[src/rtl/ccm_pkg.sv]
/*
  Package for the clock and mode configuration bits: register offsets,
  field positions, reset values and the carrier structs.
  Assumes a plain register port with read data one cycle after the strobe.
*/
package ccm_pkg;

  // ----------------------------------------------------------------
  // Register offsets
  // ----------------------------------------------------------------
  localparam logic [15:0] CCM_OFS_PMODE1 = 16'h0005;
  localparam logic [15:0] CCM_OFS_CMODE1 = 16'h0007;
  localparam logic [15:0] CCM_OFS_CMODE0 = 16'h0006;
  localparam logic [15:0] CCM_OFS_WP2 = 16'h0010;
  localparam logic [15:0] CCM_OFS_PCS = 16'h0012;
  localparam logic [15:0] CCM_OFS_PCSTP1 = 16'h0016;
  localparam logic [15:0] CCM_OFS_PLLC = 16'h001C;
  localparam logic [15:0] CCM_OFS_PMODE2 = 16'h001E;
  localparam logic [15:0] CCM_OFS_FM2 = 16'h0222;

  // ----------------------------------------------------------------
  // Field positions
  // ----------------------------------------------------------------
  localparam int CCM_PMODE1_AREA = 0;
  localparam int CCM_CMODE0_SEL_LO = 0;
  localparam int CCM_CMODE0_SEL_HI = 1;
  localparam int CCM_CMODE1_FB_OFF = 3;
  localparam int CCM_CMODE1_LOSC_STOP = 4;
  localparam int CCM_CMODE1_DIV_SEL = 5;
  localparam int CCM_PCS_EXT = 5;
  localparam int CCM_PLC_MULT_LSB = 0;
  localparam int CCM_PLC_REFDIV_LSB = 4;
  localparam int CCM_PMODE2_NMI = 4;
  localparam int CCM_PMODE2_SUB = 5;
  localparam int CCM_FM2_SLOW = 1;
  localparam int CCM_FM2_LOWCUR = 2;

  // ----------------------------------------------------------------
  // Reset values
  // ----------------------------------------------------------------
  localparam logic [7:0] CCM_RST_PMODE1 = 8'h00;
  localparam logic [7:0] CCM_RST_CMODE0 = 8'h00;
  localparam logic [7:0] CCM_RST_CMODE1 = 8'h20;
  localparam logic [7:0] CCM_RST_WP2 = 8'h00;
  localparam logic [7:0] CCM_RST_PCS = 8'h00;
  localparam logic [7:0] CCM_RST_PCSTP1 = 8'h00;
  localparam logic [7:0] CCM_RST_PLLC = 8'h01;
  localparam logic [7:0] CCM_RST_PMODE2 = 8'h00;
  localparam logic [7:0] CCM_RST_FM2 = 8'h00;
  localparam logic [3:0] CCM_CPU_DIV_RESET = 4'h8;
  localparam logic [3:0] CCM_CPU_DIV_ONE = 4'h1;

  // Clock output sources
  typedef enum logic [1:0] {
    CCM_CO_SUB = 2'h0,
    CCM_CO_F8 = 2'h1,
    CCM_CO_F32 = 2'h2,
    CCM_CO_F1 = 2'h3
  } ccm_clkout_t;

  // ----------------------------------------------------------------
  // Carriers
  // ----------------------------------------------------------------
  typedef struct packed {
    logic [15:0] addr;
    logic [7:0] wdata;
    logic wr;
    logic rd;
  } ccm_bus_req_t;

  typedef struct packed {
    logic losc_run;
    logic fb_connect;
    logic [1:0] pll_refdiv;
    logic [2:0] pll_mult;
    logic [3:0] cpu_div;
    ccm_clkout_t clkout_sel;
  } ccm_clk_ctl_t;

  typedef struct packed {
    logic nmi_accept;
    logic subclock_supply;
    logic data_flash_map;
    logic flash_slow_read;
    logic flash_lowcur_read;
    logic [7:0] periph_stop;
  } ccm_mode_ctl_t;

endpackage : ccm_pkg

[src/rtl/ccm_top.sv]
/*
  Clock and processor-mode configuration register block. Holds the
  software-written bits and turns them into steady control levels for the
  oscillators, PLL, clock output, NMI gate and memory map.
  Assumes a single-master register port synchronous to clk_sys.
*/
module ccm_top
  import ccm_pkg::*;
(
  input wire logic clk_sys,
  input wire logic sys_rst,
  input wire ccm_bus_req_t bus_req,
  output logic [7:0] rdata,
  input wire logic single_chip,
  input wire logic nmi_req,
  output ccm_clk_ctl_t clk_ctl,
  output ccm_mode_ctl_t mode_ctl,
  output logic nmi_take
);

  // ----------------------------------------------------------------
  // Registers
  // ----------------------------------------------------------------
  logic [7:0] pmode1_q, cmode0_q, cmode1_q, wp2_q, pcs_q, pcstp1_q;
  logic [7:0] pllc_q, pmode2_q, fm2_q;
  logic [7:0] rdata_d;
  ccm_clk_ctl_t clk_ctl_d;
  ccm_mode_ctl_t mode_ctl_d;

  function automatic logic hit(input logic [15:0] ofs);
    hit = bus_req.wr && (bus_req.addr == ofs);
  endfunction

  always_ff @(posedge clk_sys) begin
    if (sys_rst) begin
      pmode1_q <= CCM_RST_PMODE1;
      cmode0_q <= CCM_RST_CMODE0;
      cmode1_q <= CCM_RST_CMODE1;
      wp2_q <= CCM_RST_WP2;
      pcs_q <= CCM_RST_PCS;
      pcstp1_q <= CCM_RST_PCSTP1;
      pllc_q <= CCM_RST_PLLC;
      pmode2_q <= CCM_RST_PMODE2;
      fm2_q <= CCM_RST_FM2;
    end else begin
      if (hit(CCM_OFS_PMODE1)) pmode1_q <= bus_req.wdata;
      if (hit(CCM_OFS_CMODE0)) cmode0_q <= bus_req.wdata;
      if (hit(CCM_OFS_CMODE1)) cmode1_q <= bus_req.wdata;
      if (hit(CCM_OFS_WP2)) wp2_q <= bus_req.wdata;
      if (hit(CCM_OFS_PCS)) pcs_q <= bus_req.wdata;
      if (hit(CCM_OFS_PCSTP1)) pcstp1_q <= bus_req.wdata;
      if (hit(CCM_OFS_PLLC)) pllc_q <= bus_req.wdata;
      if (hit(CCM_OFS_PMODE2)) pmode2_q <= bus_req.wdata;
      if (hit(CCM_OFS_FM2)) fm2_q <= bus_req.wdata;
    end
  end

  // ----------------------------------------------------------------
  // Read port
  // ----------------------------------------------------------------
  // Unmapped offsets read as zero
  always_comb begin
    rdata_d = 8'h00;
    if (bus_req.rd) begin
      case (bus_req.addr)
        CCM_OFS_PMODE1: rdata_d = pmode1_q;
        CCM_OFS_CMODE0: rdata_d = cmode0_q;
        CCM_OFS_CMODE1: rdata_d = cmode1_q;
        CCM_OFS_WP2: rdata_d = wp2_q;
        CCM_OFS_PCS: rdata_d = pcs_q;
        CCM_OFS_PCSTP1: rdata_d = pcstp1_q;
        CCM_OFS_PLLC: rdata_d = pllc_q;
        CCM_OFS_PMODE2: rdata_d = pmode2_q;
        CCM_OFS_FM2: rdata_d = fm2_q;
        default: rdata_d = 8'h00;
      endcase
    end
  end

  always_ff @(posedge clk_sys) begin
    if (sys_rst) rdata <= 8'h00;
    else rdata <= rdata_d;
  end

  // ----------------------------------------------------------------
  // Clock control
  // ----------------------------------------------------------------
  always_comb begin
    clk_ctl_d.losc_run = ~cmode1_q[CCM_CMODE1_LOSC_STOP];
    clk_ctl_d.fb_connect = ~cmode1_q[CCM_CMODE1_FB_OFF];
    clk_ctl_d.pll_refdiv =
      pllc_q[CCM_PLC_REFDIV_LSB +: 2];
    clk_ctl_d.pll_mult = pllc_q[CCM_PLC_MULT_LSB +: 3];
    clk_ctl_d.cpu_div = cmode1_q[CCM_CMODE1_DIV_SEL] ?
      CCM_CPU_DIV_RESET : CCM_CPU_DIV_ONE;
    // Extension only honoured in single-chip mode
    if (single_chip && pcs_q[CCM_PCS_EXT]) begin
      clk_ctl_d.clkout_sel = CCM_CO_F1;
    end else begin
      case ({cmode0_q[CCM_CMODE0_SEL_HI], cmode0_q[CCM_CMODE0_SEL_LO]})
        2'h1: clk_ctl_d.clkout_sel = CCM_CO_F8;
        2'h2: clk_ctl_d.clkout_sel = CCM_CO_F32;
        default: clk_ctl_d.clkout_sel = CCM_CO_SUB;
      endcase
    end
  end

  // ----------------------------------------------------------------
  // Mode control
  // ----------------------------------------------------------------
  always_comb begin
    mode_ctl_d.nmi_accept = pmode2_q[CCM_PMODE2_NMI];
    mode_ctl_d.subclock_supply = pmode2_q[CCM_PMODE2_SUB];
    mode_ctl_d.data_flash_map = pmode1_q[CCM_PMODE1_AREA];
    mode_ctl_d.flash_slow_read = fm2_q[CCM_FM2_SLOW];
    mode_ctl_d.flash_lowcur_read = fm2_q[CCM_FM2_LOWCUR];
    mode_ctl_d.periph_stop = pcstp1_q;
  end

  always_ff @(posedge clk_sys) begin
    if (sys_rst) begin
      clk_ctl <= '0;
      mode_ctl <= '0;
      nmi_take <= 1'b0;
    end else begin
      clk_ctl <= clk_ctl_d;
      mode_ctl <= mode_ctl_d;
      // Gate follows the registered enable so both move together
      nmi_take <= nmi_req && pmode2_q[CCM_PMODE2_NMI];
    end
  end

endmodule // ccm_top
[config.mk]
export PLATFORM = sky130hd
export DESIGN_NAME = ccm_top
export DESIGN_NICKNAME = d
export VERILOG_FILES = /design/src/rtl/ccm_pkg.sv /design/src/rtl/ccm_top.sv
export SDC_FILE = /design/constraint.sdc
export NUM_CORES = 1
export LEC_CHECK = 0
export BUFFER_PORTS_ARGS = -buffer_cell sky130_fd_sc_hd__clkbuf_2
export CAP_MARGIN = 20
export CELL_PAD_IN_SITES_DETAIL_PLACEMENT = 1
export CELL_PAD_IN_SITES_GLOBAL_PLACEMENT = 2
export CORE_MARGIN = 5
export CORE_UTILIZATION = 32
export CTS_CLUSTER_SIZE = 30
export DETAILED_ROUTE_END_ITERATION = 6
export PLACE_DENSITY_LB_ADDON = 0.1
export SYNTH_ARGS = -nofsm -noshare
export SYNTH_HDL_FRONTEND = slang
export SYNTH_SLANG_ARGS = --single-unit
[constraint.sdc]
create_clock -name clk_sys -period 1.9 [get_ports clk_sys]
set_clock_uncertainty 0.15 [all_clocks]
set_input_delay 0.095 -clock clk_sys [delete_from_list [all_inputs] [get_ports clk_sys]]
set_output_delay 0.095 -clock clk_sys [all_outputs]
set_load 0.02 [all_outputs]
==> reports/metrics.cfg <==
[clock_tree]
post-cts-setup-buffer-count = 0
cts_made_buffers = 9
cts.sink_count = 105
ctsHoldBuffers = 8
ctsResizeCount = 0
clockBufferDepth = 2
clk_pin_slew_ns = 0.07
cts_root_buf = clkbuf_16
worstSkewPairLatency_ns = 0.36
cts_tree = yes
htreeDepth = 3

[yosys]
yosys.area_share.simple_pct = 22.3
synth.top_cell.area_share_pct = 48.0
synthTopCellsByArea = dfxtp_1, mux2i_1, nor2_1, nor2b_1, nand2_1
avgSynthCellArea_sq_um = 9.58
yosys.cell_types.count = 46
synthMuxAreaShare_pct = 14.1
syn-instance-count = 457
synth_compound_area_share_pct = 11.5
yosysSeqAreaShare_pct = 48.0
synth_fa_ha_area_share_pct = 0
synth_top_cell_by_area = dfxtp_1
synth_area_sq_mm = 0.00438
synth_top_family_by_area = simple AND/OR/NAND/NOR gates
synth-seq-cells = 105
ys_warn_count = 0
synthXorXnorAreaFrac_pct = 0.200

[finish]
regMostFlops = mode_ctl
largest_reg_flops = 13
finalNetCount = 579
post-route-cell-area_sq_mm = 0.00560
seq_area_sq_mm = 0.00210
num_antenna_cells = 0
nFillCells = 1548
drive_gt1_share_pct = 26.2
multi_input_comb_area_sq_mm = 0.00212
layout_commonest_cell = dfxtp_1
reg.largest.list = mode_ctl (13), clk_ctl (11)
mostFrequentLayoutCells = dfxtp_1, nor2_1, clkbuf_2
area_growth_pct = 28.0

[die]
die-area_sq_mm = 0.0161
die_h_um = 127
initial_utilization_pct = 32.8
core_area_sq_mm = 0.0133
io_pins = 65
num_rows = 42
die_w_um = 127

[setup_path]
cp_max_fo = 4
startpoint_type = input port
crit_buf_inv = 3
crit_top_cell = buf_4
crit_type = input port to flip-flop
crit_chain = clkbuf_2 -> or3_1 -> nor4_4 -> buf_4 -> and2_1 -> buf_4 -> a22oi_1 -> a41oi_1
crit_family = simple AND/OR/NAND/NOR gates
worst_setup_path_end_kind = flip-flop
crit_required_ns = 2.02
slowest_delay_ns = 0.48
critical_path_arrival_ns = 1.86
slowest_stage = or3_1

[power]
ir_drop_mv = 0.512
p_leak_uw = 0.00228
power.total_uw = 4490
p_per_area_mw_per_mm2 = 800

[global_routing]
grt_pass1_vias = 3764
overflow = 0
grt_usage_pct = 17.1
grt_max_degree = 91
antenna_found_initial = 0
grt_first_pass_wirelength_um = 21100

[sta]
rsz0062_at_grt = no
max_freq_mhz = 573
relSlewSlack_pct = 66.4
finalSetupViolations = 0
hold_viol_final = 0
tightest_slew_ns = 0.503
min_period_ns = 1.75
timing.final.crit_share_pct = 91.9
drv_slew = 0

[placed_design]
placed_cell_area_sq_mm = 0.00520
gp_congestion = 0.854
dp_hpwl_um = 9950
portBuffers = 62

[routing]
vias = 3610
firstDrtPassIters = 4
wire_per_inst_um = 18.4
ant_nets = 0
avgViaCountPerCell = 4.95
drt_iter0_markers = 166
drc = 0
drt_wl_total_um = 13500

[job]
maxCapViolCount = 0

[outcome]
status = finished clean

[min_path]
hold_class = input port to flip-flop

## cell type report
| cell class | count | area share (%) |
|---|---|---|
| multi-input combinational | 314 | 37.9 |
| sequential | 105 | 37.5 |
| timing repair buffer | 116 | 14.7 |
| clock buffer | 9 | 4.02 |
| tap | 176 | 3.93 |
| clock inverter | 7 | 1.79 |
| inverter | 3 | 0.201 |
## cell usage after synthesis, drive strengths merged
cell type	count
conb	1
or4	2
or2	2
a31oi	4
nor2	65
a22oi	17
a22o	7
buf	10
nand2b	3
nor2b	22
mux2	5
inv	3
and4	2
dfxtp	105
o2bb2ai	4
xnor2	1
a31o	1
a41oi	10
nand4	9
and2	4
a21oi	21
nand2	35
and3	4
nand3	10
nor4	7
nor4b	2
o311ai	1
nor3	9
a211oi	1
mux2i	56
or3	1
clkbuf	26
nor3b	2
a32oi	1
and3b	2
o21ai	2
## per-stage QoR
stage          hold WS [ns]  TNS [ns]  cells  worst slack (ns)  utilization (%)
2_1_floorplan        0.0241         0    458           0.00445                -
3_3_place_gp          0.152     -4.43    706            -0.184             38.9
3_5_place_dp          0.155     -5.93    706            -0.184             38.9
4_1_cts             0.00841         0    730             0.150             42.0
5_1_grt              0.0246         0    730            0.0312             42.0
6_report             0.0117         0    730             0.154             42.0
## layer usage
layer	global-route usage [%]	wire length, um
met5	0	0
met4	4.73	206
met3	4.29	628
met2	29.3	6670
met1	21.4	5960
## where the power goes
part           total [uW]  internal (uW)  switching, uW
registers            2200           2200           1.09
clock network        2020           1170            852
logic                 263           91.5            171
## path summary, 6_finish.rpt
check,from,end,slack (ns),cells after the start
max,bus_req[17],rdata[5],0.15,8
min,bus_req[4],pcstp1_q[2],0.01,3
max reg2reg,cmode1_q[1],rdata[1],0.62,3
min reg2reg,cmode1_q[3],clk_ctl[11],0.30,1
## worst min-delay path, cell delays in order
cell	delay [ns]
clkbuf_2	0.20
nand2_1	0.11
a21oi_1	0.06
## cells by family (layout without fill, tap and decap cells)
| group | count (synthesis) | in the layout |
|---|---|---|
| XOR/XNOR | 1 | 1 |
| buffers and inverters | 39 | 135 |
| other | 1 | 2 |
| multiplexers | 61 | 61 |
| AO/OA/AOI/OAI | 69 | 69 |
| flip-flops | 105 | 105 |
| AND/OR/NAND/NOR | 181 | 181 |
Power figures use the tool's default switching activity.
